### src/ntw_consts.vh
// constants for the line wake state control block
`ifndef NTW_CONSTS_VH
`define NTW_CONSTS_VH
// apb register byte offsets
`define NTW_REG_CTRL 8'h00
`define NTW_REG_CMDW 8'h04
`define NTW_REG_STAT 8'h08
`define NTW_REG_TEST 8'h0C
// ctrl fields
`define NTW_CTRL_HOLD 0
`define NTW_CTRL_SOFT 1
`define NTW_CTRL_RST 32'h0000_0000
// command codes from downstream
`define NTW_CMD_TIM 4'h0
`define NTW_CMD_REBOOT 4'h1
`define NTW_CMD_FAULT 4'h4
`define NTW_CMD_SSP 4'h5
`define NTW_CMD_DT 4'h6
`define NTW_CMD_WAKE 4'h8
`define NTW_CMD_LOOPWAKE 4'hA
`define NTW_CMD_LAYERUP 4'hC
`define NTW_CMD_PERMIT 4'hF
// status codes to downstream
`define NTW_IND_DR 4'h0
`define NTW_IND_FAULT 4'h4
`define NTW_IND_PU 4'h7
`define NTW_IND_AR 4'h8
`define NTW_IND_ARL 4'hA
`define NTW_IND_AI 4'hC
`define NTW_IND_AIL 4'hE
`define NTW_IND_DC 4'hF
// line signal selects
`define NTW_SIG_NONE 3'h0
`define NTW_SIG_TONE 3'h1
`define NTW_SIG_ECHO 3'h2
`define NTW_SIG_ONES 3'h3
`define NTW_SIG_USER 3'h4
`define NTW_SIG_PULSE 3'h5
// timer durations in microseconds, tone and pulse rates in hertz, system clock in MHz
`define NTW_T_GUARD_US 15000000
`define NTW_T_RXHOLD_US 40000
`define NTW_T_TONE_US 9000
`define NTW_T_ECHO_US 5500000
`define NTW_T_FSYNC_US 15000000
`define NTW_T_CLKHOLD_US 500
`define NTW_T_SFWAIT_US 10000
`define NTW_TONE_HZ 10000
`define NTW_PULSE_HZ 40000
`define NTW_SPACE_US 1500
`define NTW_CLK_MHZ 250
`endif

### src/ntw_state_ctrl.v
// line wake state control: command decode, state timers, line signal select
`timescale 1ns/1ns
`default_nettype none
`include "ntw_consts.vh"
// Operation
// - hold bit forces quiet test state
// - loop termination pulses force reset/transparent
// - command register write wakes deactivated state once the serial clock is stopped
// - layer up notice sends layer bit 1
// - wakeup request starts wakeup tone
// - loopback wakeup closes loop, echo training
// - teardown permit enters deactivated state
// - through test forces transparent state
// - fault notice sends layer bit 0
// - reboot resets; single pulse starts test
// - clock wake enters clock awake state
// - layer bit one gives transparency
// - teardown bit zero starts deactivation
// - u only bit gates subscriber side
// - guard, receive hold, tone timers
// - echo, frame sync, clock hold, superframe timers
// - fault notice on framing loss, guard expiry
// - line teardown gives teardown request
// - loopback 2 gives loopback indications
// - generate tone, echo, framed line signals
// - four selectable pulse test options
// - four bit command and status codes
// - command valid after two equal frames
// - timers restart on state entry
module ntw_state_ctrl #(
    parameter GUARD_CYC = `NTW_T_GUARD_US * `NTW_CLK_MHZ,
    parameter RXHOLD_CYC = `NTW_T_RXHOLD_US * `NTW_CLK_MHZ,
    parameter TONE_CYC = `NTW_T_TONE_US * `NTW_CLK_MHZ,
    parameter ECHO_CYC = `NTW_T_ECHO_US * `NTW_CLK_MHZ,
    parameter FSYNC_CYC = `NTW_T_FSYNC_US * `NTW_CLK_MHZ,
    parameter CLKHOLD_CYC = `NTW_T_CLKHOLD_US * `NTW_CLK_MHZ,
    parameter SFWAIT_CYC = `NTW_T_SFWAIT_US * `NTW_CLK_MHZ,
    parameter SPACE_CYC = `NTW_SPACE_US * `NTW_CLK_MHZ
) (
    input wire clk_sys_in,
    input wire rst_in,
    input wire clk_en_in,
    input wire psel_in,
    input wire penable_in,
    input wire pwrite_in,
    input wire [7:0] paddr_in,
    input wire [31:0] pwdata_in,
    output reg [31:0] prdata_out,
    output reg pready_out,
    output reg pslverr_out,
    input wire frame_strobe_in,
    input wire [3:0] cmd_code_in,
    output reg [3:0] status_code_out,
    input wire layer_up_bit_in,
    input wire teardown_bit_in,
    input wire u_only_bit_in,
    input wire rx_overhead_valid_in,
    input wire tone_detect_in,
    input wire frame_lost_in,
    input wire frame_sync_in,
    input wire superframe_sync_in,
    input wire echo_converged_in,
    input wire loop2_eoc_in,
    input wire serial_clk_run_in,
    input wire loop_term_reset_in,
    input wire loop_term_through_in,
    output reg layer_up_bit_out,
    output reg subscriber_act_out,
    output reg [2:0] line_signal_out,
    output reg line_symbol_valid_out,
    output reg [1:0] line_symbol_out,
    output reg transceiver_reset_out,
    output reg analog_loop_out,
    output reg power_down_out
);
    // states
    localparam S_RESET = 4'h0;
    localparam S_DEACT = 4'h1;
    localparam S_AWAKE = 4'h2;
    localparam S_ALERT = 4'h3;
    localparam S_ECHO = 4'h4;
    localparam S_PRXRST = 4'h5;
    localparam S_SFWAIT = 4'h6;
    localparam S_SYNC = 4'h7;
    localparam S_TRANSP = 4'h8;
    localparam S_PDEACT = 4'h9;
    localparam S_RXRST = 4'hA;
    localparam S_PTIM = 4'hB;
    localparam S_FAULT = 4'hC;
    localparam S_QUIET = 4'hD;
    localparam S_PULSE = 4'hE;
    localparam S_LOOP = 4'hF;
    localparam HALF_TONE = `NTW_CLK_MHZ * 500000 / `NTW_TONE_HZ;
    localparam HALF_PULSE = `NTW_CLK_MHZ * 500000 / `NTW_PULSE_HZ;

    reg [31:0] ctrl_ff;
    reg [1:0] test_ff;
    reg [3:0] cmdw_ff;
    reg cmdw_pend_ff;
    reg [3:0] state_ff;
    reg [3:0] nxt_state;
    reg [31:0] tmr_ff;
    reg [31:0] guard_ff;
    reg guard_on_ff;
    reg [3:0] last_cmd_ff;
    reg [3:0] cmd_ff;
    reg from_deact_ff;
    reg loopback_ff;
    reg [31:0] sym_ff;
    reg sym_pol_ff;
    reg [1:0] lt_rst_s_ff;
    reg [1:0] lt_thr_s_ff;
    reg [1:0] act_s_ff;
    reg [1:0] dea_s_ff;
    reg [1:0] uoa_s_ff;
    reg [3:0] ind;
    reg [2:0] sig;
    reg tmr_exp;
    reg [31:0] tmr_load;
    wire apb_wr = psel_in && penable_in && pwrite_in;
    wire apb_rd = psel_in && penable_in && !pwrite_in;
    wire hold_bit = ctrl_ff[`NTW_CTRL_HOLD];
    wire soft_rst = ctrl_ff[`NTW_CTRL_SOFT];
    wire act_rx = act_s_ff[1];
    wire dea_rx = dea_s_ff[1];
    wire uoa_rx = uoa_s_ff[1];
    wire lt_rst = lt_rst_s_ff[1];
    wire lt_thr = lt_thr_s_ff[1];
    wire state_chg = (nxt_state != state_ff);

    // loop termination and line overhead bits cross in from the line side
    always @(posedge clk_sys_in)
    begin
        if (rst_in)
        begin
            lt_rst_s_ff <= 2'h0;
            lt_thr_s_ff <= 2'h0;
            act_s_ff <= 2'h0;
            dea_s_ff <= 2'h3;
            uoa_s_ff <= 2'h0;
        end
        else if (clk_en_in)
        begin
            lt_rst_s_ff <= {lt_rst_s_ff[0], loop_term_reset_in};
            lt_thr_s_ff <= {lt_thr_s_ff[0], loop_term_through_in};
            if (rx_overhead_valid_in)
            begin
                act_s_ff <= {act_s_ff[0], layer_up_bit_in};
                dea_s_ff <= {dea_s_ff[0], teardown_bit_in};
                uoa_s_ff <= {uoa_s_ff[0], u_only_bit_in};
            end
        end
    end

    // double last look: a new downstream code counts only when two frames agree; a pending register write loads once the serial clock stops
    always @(posedge clk_sys_in)
    begin
        if (rst_in)
        begin
            last_cmd_ff <= `NTW_CMD_PERMIT;
            cmd_ff <= `NTW_CMD_PERMIT;
        end
        else if (clk_en_in)
        begin
            if (cmdw_pend_ff && !serial_clk_run_in)
                cmd_ff <= cmdw_ff;
            else if (frame_strobe_in)
            begin
                last_cmd_ff <= cmd_code_in;
                if (cmd_code_in == last_cmd_ff)
                    cmd_ff <= cmd_code_in;
            end
        end
    end

    // timer reload per state
    always @*
    begin
        case (nxt_state)
            S_RXRST: tmr_load = RXHOLD_CYC;
            S_ALERT: tmr_load = TONE_CYC;
            S_ECHO: tmr_load = ECHO_CYC;
            S_PRXRST: tmr_load = FSYNC_CYC;
            S_PTIM: tmr_load = CLKHOLD_CYC;
            S_SFWAIT: tmr_load = SFWAIT_CYC;
            default: tmr_load = 32'h0000_0000;
        endcase
    end

    always @*
    begin
        tmr_exp = (tmr_ff == 32'h0000_0001);
    end

    // state transitions
    always @*
    begin
        nxt_state = state_ff;
        case (state_ff)
            S_RESET: if (cmd_ff == `NTW_CMD_PERMIT) nxt_state = S_DEACT;
            S_DEACT:
            begin
                if (cmd_ff == `NTW_CMD_TIM) nxt_state = S_AWAKE;
                else if (cmd_ff == `NTW_CMD_WAKE || tone_detect_in) nxt_state = S_ALERT;
                else if (cmd_ff == `NTW_CMD_LOOPWAKE) nxt_state = S_LOOP;
            end
            S_AWAKE:
            begin
                if (cmd_ff == `NTW_CMD_WAKE || tone_detect_in) nxt_state = S_ALERT;
                else if (cmd_ff == `NTW_CMD_LOOPWAKE) nxt_state = S_LOOP;
                else if (cmd_ff == `NTW_CMD_PERMIT) nxt_state = S_DEACT;
            end
            S_ALERT: if (tmr_exp) nxt_state = S_ECHO;
            S_ECHO: if (echo_converged_in) nxt_state = S_PRXRST; else if (tmr_exp) nxt_state = S_FAULT;
            S_PRXRST: if (frame_sync_in) nxt_state = S_SFWAIT; else if (tmr_exp) nxt_state = S_FAULT;
            S_SFWAIT: if (tmr_exp && superframe_sync_in) nxt_state = S_SYNC;
            S_SYNC: if (act_rx) nxt_state = S_TRANSP;
            S_TRANSP:
            begin
                if (!dea_rx) nxt_state = S_PDEACT;
                else if (frame_lost_in) nxt_state = S_FAULT;
                else if (!act_rx) nxt_state = S_SYNC;
            end
            S_PDEACT:
            begin
                if (dea_rx) nxt_state = S_TRANSP;
                else if (cmd_ff == `NTW_CMD_PERMIT) nxt_state = S_RXRST;
            end
            S_RXRST: if (tmr_exp) nxt_state = S_PTIM;
            S_PTIM: if (tmr_exp) nxt_state = S_DEACT;
            S_FAULT: if (!frame_lost_in && frame_sync_in) nxt_state = S_SYNC;
            S_LOOP: if (cmd_ff != `NTW_CMD_LOOPWAKE) nxt_state = S_RESET;
            S_QUIET: if (!hold_bit) nxt_state = S_RESET;
            S_PULSE: nxt_state = S_PULSE;
            default: nxt_state = S_RESET;
        endcase
        if (state_ff != S_LOOP && guard_on_ff && guard_ff == 32'h0000_0001)
            nxt_state = S_FAULT;
        // unconditional commands win over anything the state asked for
        if (cmd_ff == `NTW_CMD_DT) nxt_state = S_TRANSP;
        else if (cmd_ff == `NTW_CMD_SSP) nxt_state = S_PULSE;
        else if (cmd_ff == `NTW_CMD_REBOOT && state_ff != S_RESET) nxt_state = S_RESET;
        if (lt_rst) nxt_state = S_RESET;
        else if (lt_thr) nxt_state = S_TRANSP;
        if (soft_rst) nxt_state = S_RESET;
        if (hold_bit) nxt_state = S_QUIET;
    end

    always @(posedge clk_sys_in)
    begin
        if (rst_in)
        begin
            state_ff <= S_RESET;
            tmr_ff <= 32'h0000_0000;
            guard_ff <= 32'h0000_0000;
            guard_on_ff <= 1'b0;
            from_deact_ff <= 1'b0;
            loopback_ff <= 1'b0;
        end
        else if (clk_en_in)
        begin
            state_ff <= nxt_state;
            if (state_chg)
                tmr_ff <= tmr_load;
            else if (tmr_ff != 32'h0000_0000)
                tmr_ff <= tmr_ff - 32'h0000_0001;
            if (state_chg && nxt_state == S_ALERT)
            begin
                guard_ff <= GUARD_CYC;
                guard_on_ff <= 1'b1;
                from_deact_ff <= (state_ff == S_DEACT);
            end
            else if (nxt_state == S_TRANSP || nxt_state == S_DEACT || nxt_state == S_RESET)
                guard_on_ff <= 1'b0;
            else if (guard_ff != 32'h0000_0000)
                guard_ff <= guard_ff - 32'h0000_0001;
            if (loop2_eoc_in)
                loopback_ff <= 1'b1;
            else if (nxt_state == S_RESET || nxt_state == S_DEACT)
                loopback_ff <= 1'b0;
        end
    end

    // status code and line signal per state
    always @*
    begin
        ind = `NTW_IND_DC;
        sig = `NTW_SIG_NONE;
        case (state_ff)
            S_ALERT:
            begin
                ind = from_deact_ff ? `NTW_IND_PU : `NTW_IND_DC;
                sig = `NTW_SIG_TONE;
            end
            S_ECHO, S_PRXRST: sig = `NTW_SIG_ECHO;
            S_LOOP: sig = `NTW_SIG_ECHO;
            S_SFWAIT: sig = `NTW_SIG_ONES;
            S_SYNC:
            begin
                ind = loopback_ff ? `NTW_IND_ARL : `NTW_IND_AR;
                sig = loopback_ff ? `NTW_SIG_USER : `NTW_SIG_ONES;
            end
            S_TRANSP:
            begin
                ind = loopback_ff ? `NTW_IND_AIL : `NTW_IND_AI;
                sig = `NTW_SIG_USER;
            end
            S_PDEACT: ind = `NTW_IND_DR;
            S_FAULT: ind = `NTW_IND_FAULT;
            S_PULSE: sig = `NTW_SIG_PULSE;
            default: ind = `NTW_IND_DC;
        endcase
    end

    // symbol generator; pulse mode picks rate and amplitude from the test register
    always @(posedge clk_sys_in)
    begin
        if (rst_in)
        begin
            sym_ff <= 32'h0000_0000;
            sym_pol_ff <= 1'b0;
            line_symbol_valid_out <= 1'b0;
            line_symbol_out <= 2'h0;
        end
        else if (clk_en_in)
        begin
            line_symbol_valid_out <= 1'b0;
            if (sig != `NTW_SIG_TONE && sig != `NTW_SIG_PULSE)
                sym_ff <= 32'h0000_0000;
            else if (sym_ff == 32'h0000_0000)
            begin
                sym_pol_ff <= ~sym_pol_ff;
                line_symbol_valid_out <= 1'b1;
                // bit1 = polarity, bit0 = full amplitude
                line_symbol_out <= {sym_pol_ff, (sig == `NTW_SIG_TONE) | test_ff[0]};
                if (sig == `NTW_SIG_TONE)
                    sym_ff <= HALF_TONE - 1;
                else
                    sym_ff <= test_ff[1] ? SPACE_CYC - 1 : HALF_PULSE - 1;
            end
            else
                sym_ff <= sym_ff - 32'h0000_0001;
        end
    end

    always @(posedge clk_sys_in)
    begin
        if (rst_in)
        begin
            status_code_out <= `NTW_IND_DC;
            layer_up_bit_out <= 1'b0;
            subscriber_act_out <= 1'b0;
            line_signal_out <= `NTW_SIG_NONE;
            transceiver_reset_out <= 1'b1;
            analog_loop_out <= 1'b0;
            power_down_out <= 1'b0;
        end
        else if (clk_en_in)
        begin
            status_code_out <= ind;
            line_signal_out <= sig;
            if (cmd_ff == `NTW_CMD_LAYERUP)
                layer_up_bit_out <= 1'b1;
            else if (cmd_ff == `NTW_CMD_FAULT || state_ff == S_RESET || state_ff == S_DEACT)
                layer_up_bit_out <= 1'b0;
            subscriber_act_out <= uoa_rx && (state_ff == S_TRANSP || state_ff == S_SYNC);
            transceiver_reset_out <= (state_ff == S_QUIET) || (state_ff == S_RESET);
            analog_loop_out <= (state_ff == S_LOOP);
            power_down_out <= (state_ff == S_DEACT) && !serial_clk_run_in;
        end
    end

    // apb slave, zero wait states
    always @(posedge clk_sys_in)
    begin
        if (rst_in)
        begin
            ctrl_ff <= `NTW_CTRL_RST;
            test_ff <= 2'h0;
            cmdw_ff <= `NTW_CMD_PERMIT;
            cmdw_pend_ff <= 1'b0;
            prdata_out <= 32'h0000_0000;
            pready_out <= 1'b0;
            pslverr_out <= 1'b0;
        end
        else if (clk_en_in)
        begin
            pready_out <= psel_in && !penable_in;
            pslverr_out <= 1'b0;
            // soft reset bit self clears after one cycle of effect
            if (soft_rst)
                ctrl_ff[`NTW_CTRL_SOFT] <= 1'b0;
            if (cmdw_pend_ff && !serial_clk_run_in)
                cmdw_pend_ff <= 1'b0;
            if (psel_in && !penable_in)
            begin
                case (paddr_in)
                    `NTW_REG_CTRL: prdata_out <= {30'h0, ctrl_ff[1:0]};
                    `NTW_REG_CMDW: prdata_out <= {28'h0, cmdw_ff};
                    `NTW_REG_STAT: prdata_out <= {20'h0, status_code_out, state_ff, 1'b0, line_signal_out};
                    `NTW_REG_TEST: prdata_out <= {30'h0, test_ff};
                    default: prdata_out <= 32'h0000_0000;
                endcase
                pslverr_out <= (paddr_in != `NTW_REG_CTRL) && (paddr_in != `NTW_REG_CMDW) &&
                    (paddr_in != `NTW_REG_STAT) && (paddr_in != `NTW_REG_TEST);
            end
            if (apb_wr && pready_out)
            begin
                case (paddr_in)
                    `NTW_REG_CTRL: ctrl_ff <= {30'h0, pwdata_in[1:0]};
                    `NTW_REG_CMDW:
                    begin
                        cmdw_ff <= pwdata_in[3:0];
                        cmdw_pend_ff <= 1'b1;
                    end
                    `NTW_REG_TEST: test_ff <= pwdata_in[1:0];
                    default: test_ff <= test_ff;
                endcase
            end
            if (apb_rd && pready_out)
                prdata_out <= prdata_out;
        end
    end
endmodule
`default_nettype wire

### config.mk
export PLATFORM = sky130hd
export DESIGN_NAME = ntw_state_ctrl
export DESIGN_NICKNAME = d
export VERILOG_FILES = /design/src/ntw_state_ctrl.v
export VERILOG_INCLUDE_DIRS = /design/src
export SDC_FILE = /design/constraint.sdc
export NUM_CORES = 1
export LEC_CHECK = 0
export BUFFER_PORTS_ARGS = -buffer_cell sky130_fd_sc_hd__buf_2
export CORE_ASPECT_RATIO = 1.1
export CORE_MARGIN = 1.5
export CORE_UTILIZATION = 50
export DETAILED_ROUTE_END_ITERATION = 12
export GPL_ROUTABILITY_DRIVEN = 0
export GPL_TIMING_DRIVEN = 0
export PLACE_DENSITY_LB_ADDON = 0.15
export SKIP_LAST_GASP = 1
export SLEW_MARGIN = 40
export SYNTH_ARGS = -nofsm -noshare
export SYNTH_HDL_FRONTEND = slang
export SYNTH_SLANG_ARGS = --single-unit
### constraint.sdc
create_clock -name clk_sys_in -period 4.36 [get_ports clk_sys_in]
set_clock_uncertainty 0.15 [all_clocks]
set_input_delay 0.872 -clock clk_sys_in [delete_from_list [all_inputs] [get_ports clk_sys_in]]
set_output_delay 0.872 -clock clk_sys_in [all_outputs]
set_load 0.1 [all_outputs]
==> results of run 1 <==
-- kinds of logic after synthesis --
family | Yosys count
compound gates | 330
xor+xnor | 19
fa+ha+maj | 7
buf+inv | 140
flops | 160
mux | 34
other cells | 1
simple gates | 561
-- layout by cell type (no fill, tap or decap), types with 8 or more instances in the layout --
cell type                   instances
sky130_fd_sc_hd__dfxtp_1          160
sky130_fd_sc_hd__nor2_1           140
sky130_fd_sc_hd__nand2_1          119
sky130_fd_sc_hd__a21oi_1           90
sky130_fd_sc_hd__buf_2             72
sky130_fd_sc_hd__o21ai_0           67
sky130_fd_sc_hd__nor3_1            64
sky130_fd_sc_hd__clkbuf_1          53
sky130_fd_sc_hd__nand3_1           48
sky130_fd_sc_hd__a31oi_1           37
sky130_fd_sc_hd__inv_1             33
sky130_fd_sc_hd__mux2i_1           29
sky130_fd_sc_hd__buf_4             25
sky130_fd_sc_hd__or3_1             24
sky130_fd_sc_hd__nand4_1           22
sky130_fd_sc_hd__or4_1             21
sky130_fd_sc_hd__conb_1            20
sky130_fd_sc_hd__nor4_1            18
sky130_fd_sc_hd__a22oi_1           18
sky130_fd_sc_hd__clkbuf_16         17
sky130_fd_sc_hd__clkbuf_2          16
sky130_fd_sc_hd__xnor2_1           15
sky130_fd_sc_hd__nand2b_1          13
sky130_fd_sc_hd__a211oi_1          13
sky130_fd_sc_hd__o21a_1            13
sky130_fd_sc_hd__or2_2             12
sky130_fd_sc_hd__o211ai_1          10
sky130_fd_sc_hd__nor2b_1            9
sky130_fd_sc_hd__and3_1             8
-- cell type report --
class | instances | share of cell area [%]
inverters | 36 | 1.26
clock inverters | 13 | 1.47
multi-input cells | 971 | 53.7
flip-flops and latches | 160 | 29.1
plain buffers | 102 | 4.53
well taps | 243 | 2.76
clock buffers | 18 | 3.99
repair buffers | 67 | 3.16
-- how the worst min path moves through the flow --
stage,startpoint,to,slack [ps]
floorplan,sym_ff[12],sym_ff[12],280
global placement,sym_ff[12],sym_ff[12],300
detailed placement,sym_ff[12],sym_ff[12],300
CTS,sym_ff[12],sym_ff[12],310
global route,uoa_s_ff[0],uoa_s_ff[0],340
finish,sym_ff[12],sym_ff[12],310
-- layer usage --
metal  track usage [%]  vias up  share of wire (%)
li1                  -     4781                  -
met1              39.5     4635                 45
met2              47.7      411                 46
met3              3.74       78                5.9
met4              13.9        0                3.5
met5                 0        -                  0
-- worst max-delay path, delay by kind of cell, from the launching register on --
family,cells,cell delay (ps)
XOR/XNOR,1,220
flip-flops,1,300
AO/OA/AOI/OAI,4,1410
buffers and inverters,2,450
AND/OR/NAND/NOR,5,1600
-- power by group through the flow --
stage	Sequential [mW]	Clock (mW)	Combinational (mW)
finish	1.74	1.57	1.98
detailed placement	1.75	0	1.86
floorplan	1.76	0	1.41
global route	1.76	1.64	2.16
global placement	1.75	0	1.84
CTS	1.72	1.58	1.91
-- state kept, by name, indices dropped and copies added (netlist names), 2 cells and up --
name,count
tmr_ff,32
guard_ff,32
sym_ff,32
line_signal_out,3
prdata_out,12
act_s_ff,2
cmd_ff,4
state_ff,4
test_ff,2
lt_rst_s_ff,2
uoa_s_ff,2
last_cmd_ff,4
ctrl_ff,2
cmdw_ff,4
status_code_out,4
lt_thr_s_ff,2
line_symbol_out,2
dea_s_ff,2
-- per-stage QoR --
step           setup TNS (ps)  util [%]  instances
6_report                    0      59.5       1610
5_1_grt                  -280      59.5       1610
4_1_cts                     0      58.8       1608
3_5_place_dp            -4230      55.2       1576
3_3_place_gp            -7220      55.0       1576
2_1_floorplan               0         -       1271
-- what timing repair did --
action / CTS / global route
gates cloned: 0 / 0
resized for setup: 10 / 42
buffers inserted: 1 / 4
pin swaps: 3 / 4
setup endpoints to repair: 51 / 75
==> key figures, run 1 <==
Job
  • Max-capacitance violation count: 0

Yosys
  • Biggest area consumer among synthesized cells: sky130_fd_sc_hd__dfxtp_1
  • Number of synthesized register bits: 160
  • Dominant combinational cell family by area after synthesis: simple AND/OR/NAND/NOR gates
  • Warnings, synthesis: 0
  • Sequential cell area fraction in the yosys report: 33.8%
  • Leading post-synthesis cells by instance count: sky130_fd_sc_hd__dfxtp_1, sky130_fd_sc_hd__nor2_1, sky130_fd_sc_hd__nand2_1, sky130_fd_sc_hd__a21oi_1, sky130_fd_sc_hd__clkbuf_1
  • Top cells by area in the synthesized netlist: sky130_fd_sc_hd__dfxtp_1, sky130_fd_sc_hd__nor2_1, sky130_fd_sc_hd__a21oi_1
  • Portion of synthesized cell area occupied by the leading cell type: 33.8%
  • Average cell area after synthesis: about 7.6 µm²
  • Post-synth design cell area: 0.00948 mm²
  • Share of synthesized cell area in and, or, nand and nor gates: 30.2%
  • Share of the synthesized netlist area taken by xor and xnor gates: 1.76%
  • Cell with the most instances after synthesis: sky130_fd_sc_hd__dfxtp_1
  • Unique cell type count in the Yosys netlist: 84
  • Share of synthesized flip-flops with an asynchronous set or reset: 0%
  • Number of synthesized flops with an enable pin: 0
  • Prevailing post-synth register cell: sky130_fd_sc_hd__dfxtp_1
  • Post-Synthesis Cells: 1252
  • Area share of fa/ha/maj cells after synthesis: less than 1%
  • Fraction of the mapped netlist area in compound gates: a little under a quarter
  • Multiplexer fraction of the synthesized cell area: under 10%

Worst setup path
  • Required time at the endpoint of the critical path: 4560 ps
  • Arr. time, crit path: approximately 4400 ps
  • Crit path kind: reg2reg
  • Critical Path Source Type: flip-flop
  • Worst R2R Setup Slack: ~140 ps
  • Critical-path cell list: clkbuf_1 -> nor4_4 -> nand3_1 -> nor4_4 -> nor3_1 -> a221o_1 -> xnor2_1 -> a2111oi_4 -> a21boi_1 -> clkbuf_2 -> or4_1 -> a31oi_1
  • Worst-path fanout max: 10
  • Endpoint of the worst-slack reg-to-reg timing path: guard_ff[29]
  • Critical Path Slowest Stage Cell: sky130_fd_sc_hd__a2111oi_4
  • Worst R2R Path Depth: 12
  • Kind of end point of the critical path: flip-flop
  • Max incr delay on CP: 540 ps
  • Most common cell on crit path: sky130_fd_sc_hd__nor4_4
  • Origin of the critical flop-to-flop path: guard_ff[10]
  • Critical path endpoint: guard_ff[29]
  • Worst setup path startpoint: guard_ff[10]

STA
  • Min Clock Period, post-route: between 4000 and 5000 ps
  • Hold violation total from the final report: 0
  • Slew Viols, Final: 0
  • Final-report setup violation count: 0
  • RSZ-0062 raised after global routing: true
  • Final Worst Setup Slack: 138 ps
  • Post-Route Hold Slack: 307 ps
  • Maximum clock rate: 237 MHz
  • Worst-case headroom to the max-slew limit: approximately two fifths
  • Portion of the clock cycle consumed by the worst path in the final layout: a little over nine tenths
  • Transition time at the pin with the least slew margin: between 900 and 1000 ps

Detailed routing
  • Total wire length: 29500 µm
  • Drt pass-1 iters: 6
  • Vias per inst: 6.15
  • Initial drt markers: between 1000 and 1500
  • Vias after detailed routing: 9905
  • Total DRC errors in the routed layout: 0
  • Antenna-violating nets left: 0
  • Average wire per cell in the routed design: 18.3 µm

Clock network
  • H-tree Lvls: 4
  • CTS Root Cell: sky130_fd_sc_hd__clkbuf_16
  • Buffer depth of the longest clock path: 2
  • Number of clock buffers inserted by TritonCTS: 17
  • # clock sinks: 160
  • CTS tree: yes
  • Clock Latency Late Sink: 440 ps
  • Clock slew at the register clock pins of the worst setup and hold paths: around 60 ps
  • Number of hold buffers added after cts: 0

Die
  • Area of the core: between 0.015 and 0.02 mm²
  • Starting utilization of the core area: 51.3%
  • Die X: 134 µm
  • Y dimension of the die: ~150 µm
  • Number of top-level pins: about 110
  • FP Rows: 52
  • Total Die Area: 0.0198 mm²

GRT
  • Via count of the first global-routing pass: 9125
  • GRT Util Overall: 29.6%
  • Antenna violations before repair: 0
  • Maximum number of pins on one net before global-route repair: 17
  • Grt ovf: 0
  • Global-route wire length before repair: 47000 µm

Power
  • Lkg Pwr: 4.35 nW
  • Pwr Density: 481 mW/mm²
  • Sw Ratio: 39.3%
  • Total internal power: 3.21 mW
  • Part of the total power dissipated in sequential elements: 32.8%
  • Worst vdd rail ir drop: 0.000306 V
  • Total power of the final layout: 5.29 mW
  • Power dissipated by switching net loads: 2.08 mW
  • Part of the total power dissipated in the clock network: 29.6%
  • Combinational group share of total power: 37.5%

Layout
  • Area Growth Syn to Fin: 16.1%
  • # nets final: 1426
  • Cell area after layout: 0.0110 mm²
  • Multi-input gate area in the final layout: 0.00591 mm²
  • Fraction of final layout cells with drive strength greater than 1: 15.4%
  • Diodes inserted: 0
  • Filler instances: 1738
  • Seq. cell area: about 0.0032 mm²

Min path
  • Cell count of the worst hold path: 2
  • Min-Delay Path Class: reg2reg

Place
  • HPWL after detailed placement: 20700 µm
  • Area after DPL: 0.0102 mm²
  • Post-placement setup slack: -277 ps
  • IO Port Bufs: between 60 and 70

Status
  • Status: complete, no violations
Power figures use the tool's default switching activity.
==> inputs of run 2 (changes only) <==
CTS_BUF_LIST = sky130_fd_sc_hd__clkbuf_2 sky130_fd_sc_hd__clkbuf_4 sky130_fd_sc_hd__clkbuf_8   (was unset)
==> run 2 against run 1 <==
Effect of this change:
- power fell by 6.8%
- utilization is 0.95 points lower
- via count is 0.41% higher
- non-clock buffer count unchanged
- register-to-register slack better by 60 ps
- first-iteration DRC count down 1.9%
- flip-flop and latch count is the same
- critical path depth is 1 higher
- die area unchanged
- clock power down 25%
- critical path type unchanged
==> key figures, run 2 (synthesized netlist as in run 1, its figures left out) <==
Status
  • Status: complete, no violations

Power
  • Total power of the final layout: 4.93 mW (-6.8%)
  • Sw Ratio: 41.3% (+1.9 points)
  • Pwr Density: 455 mW/mm² (-5.2%)
  • Part of the total power dissipated in the clock network: 24.0% (-5.6 points)
  • Worst vdd rail ir drop: 0.000269 V (-12%)
  • Lkg Pwr: 4.27 nW (-1.7%)
  • Power dissipated by switching net loads: 2.03 mW (-2.2%)
  • Total internal power: 2.90 mW (-9.7%)
  • Combinational group share of total power: 40.8% (+3.3 points)
  • Part of the total power dissipated in sequential elements: 35.2% (+2.4 points)

Clock network
  • Number of clock buffers inserted by TritonCTS: 17 (unchanged)
  • CTS tree: yes
  • Number of hold buffers added after cts: 0 (unchanged)
  • Clock slew at the register clock pins of the worst setup and hold paths: 90 ps (+30 ps)
  • # clock sinks: 160 (unchanged)
  • CTS Root Cell: sky130_fd_sc_hd__clkbuf_8
  • H-tree Lvls: 4 (unchanged)
  • Buffer depth of the longest clock path: 2 (unchanged)
  • Clock Latency Late Sink: 480 ps (+40 ps)

GRT
  • Global-route wire length before repair: 46700 µm (-0.67%)
  • Antenna violations before repair: 0 (unchanged)
  • Grt ovf: 0 (unchanged)
  • GRT Util Overall: 29.4% (-0.25 points)
  • Maximum number of pins on one net before global-route repair: 17 (unchanged)
  • Via count of the first global-routing pass: 9060 (-0.71%)

Place
  • HPWL after detailed placement: 20700 µm (unchanged)
  • Area after DPL: 0.0102 mm² (unchanged)
  • IO Port Bufs: 62 (unchanged)

STA
  • Portion of the clock cycle consumed by the worst path in the final layout: 95.5% (-1.3 points)
  • RSZ-0062 raised after global routing: true
  • Final-report setup violation count: 0 (unchanged)
  • Maximum clock rate: 240 MHz (+1.4%)
  • Min Clock Period, post-route: 4160 ps (-58.2 ps)
  • Worst-case headroom to the max-slew limit: 40.9% (+1.7 points)
  • Hold violation total from the final report: 0 (unchanged)
  • Slew Viols, Final: 0 (unchanged)
  • Transition time at the pin with the least slew margin: 886 ps (-26.2 ps)

Worst setup path
  • Critical path's top delay family: compound AO/OA/AOI/OAI gates
  • Kind of end point of the critical path: flip-flop
  • Max incr delay on CP: 570 ps (+30 ps)
  • Most common cell on crit path: sky130_fd_sc_hd__buf_2
  • Critical-path cell list: clkbuf_2 -> nor4b_4 -> a32oi_1 -> nor3_1 -> a211oi_1 -> a221o_1 -> xnor2_1 -> a2111o_1 -> o21ai_1 -> buf_2 -> buf_2 -> nand4b_1 -> o211a_1
  • Required time at the endpoint of the critical path: 4580 ps (+20 ps)
  • Arr. time, crit path: 4380 ps (-40 ps)
  • Critical Path Slowest Stage Cell: sky130_fd_sc_hd__a2111o_1
  • Crit path kind: reg2reg
  • Critical Path Source Type: flip-flop
  • Sum of buffers and inverters on the critical path: 3 (+1)
  • Worst-path fanout max: 10 (unchanged)

Layout
  • Cell area after layout: 0.0108 mm² (-1.6%)
  • Fraction of final layout cells with drive strength greater than 1: 15.6% (+0.22 points)
  • Most frequent cells in the layout: sky130_fd_sc_hd__dfxtp_1, sky130_fd_sc_hd__nor2_1, sky130_fd_sc_hd__nand2_1, sky130_fd_sc_hd__a21oi_1, sky130_fd_sc_hd__buf_2
  • Largest registers ranked by flip-flop count: guard_ff (32), sym_ff (32), tmr_ff (32)
  • Area Growth Syn to Fin: 14.2%
  • # nets final: 1426 (unchanged)
  • Filler instances: 1761 (+1.3%)
  • Most common cell after layout, fill and taps aside: sky130_fd_sc_hd__dfxtp_1
  • Diodes inserted: 0 (unchanged)

Die
  • Die X: 134 µm (unchanged)
  • Number of top-level pins: 113 (unchanged)
  • FP Rows: 52 (unchanged)
  • Area of the core: 0.0185 mm² (unchanged)
  • Total Die Area: 0.0198 mm² (unchanged)
  • Starting utilization of the core area: 51.3% (unchanged)
  • Y dimension of the die: 147 µm (unchanged)

Detailed routing
  • Total DRC errors in the routed layout: 0 (unchanged)
  • Vias per inst: 6.18 (+0.41%)
  • Vias after detailed routing: 9946 (+0.41%)
  • Total wire length: 29200 µm (-1.2%)
  • Antenna-violating nets left: 0 (unchanged)
  • Drt pass-1 iters: 6 (unchanged)
  • Average wire per cell in the routed design: 18.1 µm (-1.2%)
  • Initial drt markers: 1011 (-1.9%)

Job
  • Max-capacitance violation count: 0 (unchanged)

Min path
  • Min-Delay Path Class: reg2reg
==> run 2: changes by cell type in the layout (fill, tap and decap cells not counted), moves of 2 or more <==
cell and delta:
sky130_fd_sc_hd__o21ai_1 +2, sky130_fd_sc_hd__clkbuf_2 +2, sky130_fd_sc_hd__clkbuf_8 +17, sky130_fd_sc_hd__clkbuf_1 -2, sky130_fd_sc_hd__clkbuf_16 -17
==> run 2: repair_timing <==
action                     CTS  global route
pin swaps                    3             5
gates resized for setup     10            49
setup endpoints to repair   51            74
setup buffers                1             4
==> run 2: final cells by class <==
cell class	instances	area, µm²	area share (%)
flip-flops and latches	160	3200	29.6
clock buffers	18	248	2.29
well taps	243	304	2.81
multi-input cells	971	5920	54.7
plain buffers	102	500	4.62
clock inverters	13	161	1.49
repair buffers	67	348	3.21
inverters	36	139	1.28
==> run 2: metrics by stage <==
stage	hold WS [ps]	setup slack (ps)	std cells	utilization, %	TNS, ps
after CTS	311	5.71	1608	57.8	0
after floorplan	285	715	1271	-	0
after global placement	300	-327	1576	55.0	-7220
final	309	196	1610	58.6	0
after global routing	346	-78.0	1610	58.6	-585
after detailed placement	300	-277	1576	55.2	-4230
==> run 2: routing by layer <==
metal / part of all wire (%) / up-vias / global-route usage (%)
li1: - / 4795 / -
met1: 45 / 4666 / 39.4
met2: 46 / 404 / 46.9
met3: 6.3 / 81 / 4.08
met4: 3.5 / 0 / 13.5
met5: 0 / - / 0
==> run 2: final timing paths <==
kind	from	end	slack, ps	cells after the start
worst max-delay path	state_ff[0]	guard_ff[28]	200	13
worst min-delay path	sym_ff[12]	sym_ff[12]	310	2
worst max register to register	state_ff[0]	guard_ff[28]	200	13
worst min register to register	sym_ff[12]	sym_ff[12]	310	2
==> run 2: power groups by stage <==
| stage | Combinational (mW) | Clock (mW) | Sequential (mW) |
|---|---|---|---|
| floorplan | 1.41 | 0 | 1.76 |
| global placement | 1.84 | 0 | 1.75 |
| detailed placement | 1.86 | 0 | 1.75 |
| CTS | 1.91 | 1.19 | 1.72 |
| global route | 2.19 | 1.25 | 1.76 |
| finish | 2.01 | 1.18 | 1.74 |
==> run 2: worst register-to-register path, stage by stage (launching register included) <==
cell                       delay (ps)
sky130_fd_sc_hd__dfxtp_1          390
sky130_fd_sc_hd__clkbuf_2         300
sky130_fd_sc_hd__nor4b_4          390
sky130_fd_sc_hd__a32oi_1          100
sky130_fd_sc_hd__nor3_1           290
sky130_fd_sc_hd__a211oi_1         120
sky130_fd_sc_hd__a221o_1          420
sky130_fd_sc_hd__xnor2_1          210
sky130_fd_sc_hd__a2111o_1         570
sky130_fd_sc_hd__o21ai_1          290
sky130_fd_sc_hd__buf_2            270
sky130_fd_sc_hd__buf_2            270
sky130_fd_sc_hd__nand4b_1         130
sky130_fd_sc_hd__o211a_1          150
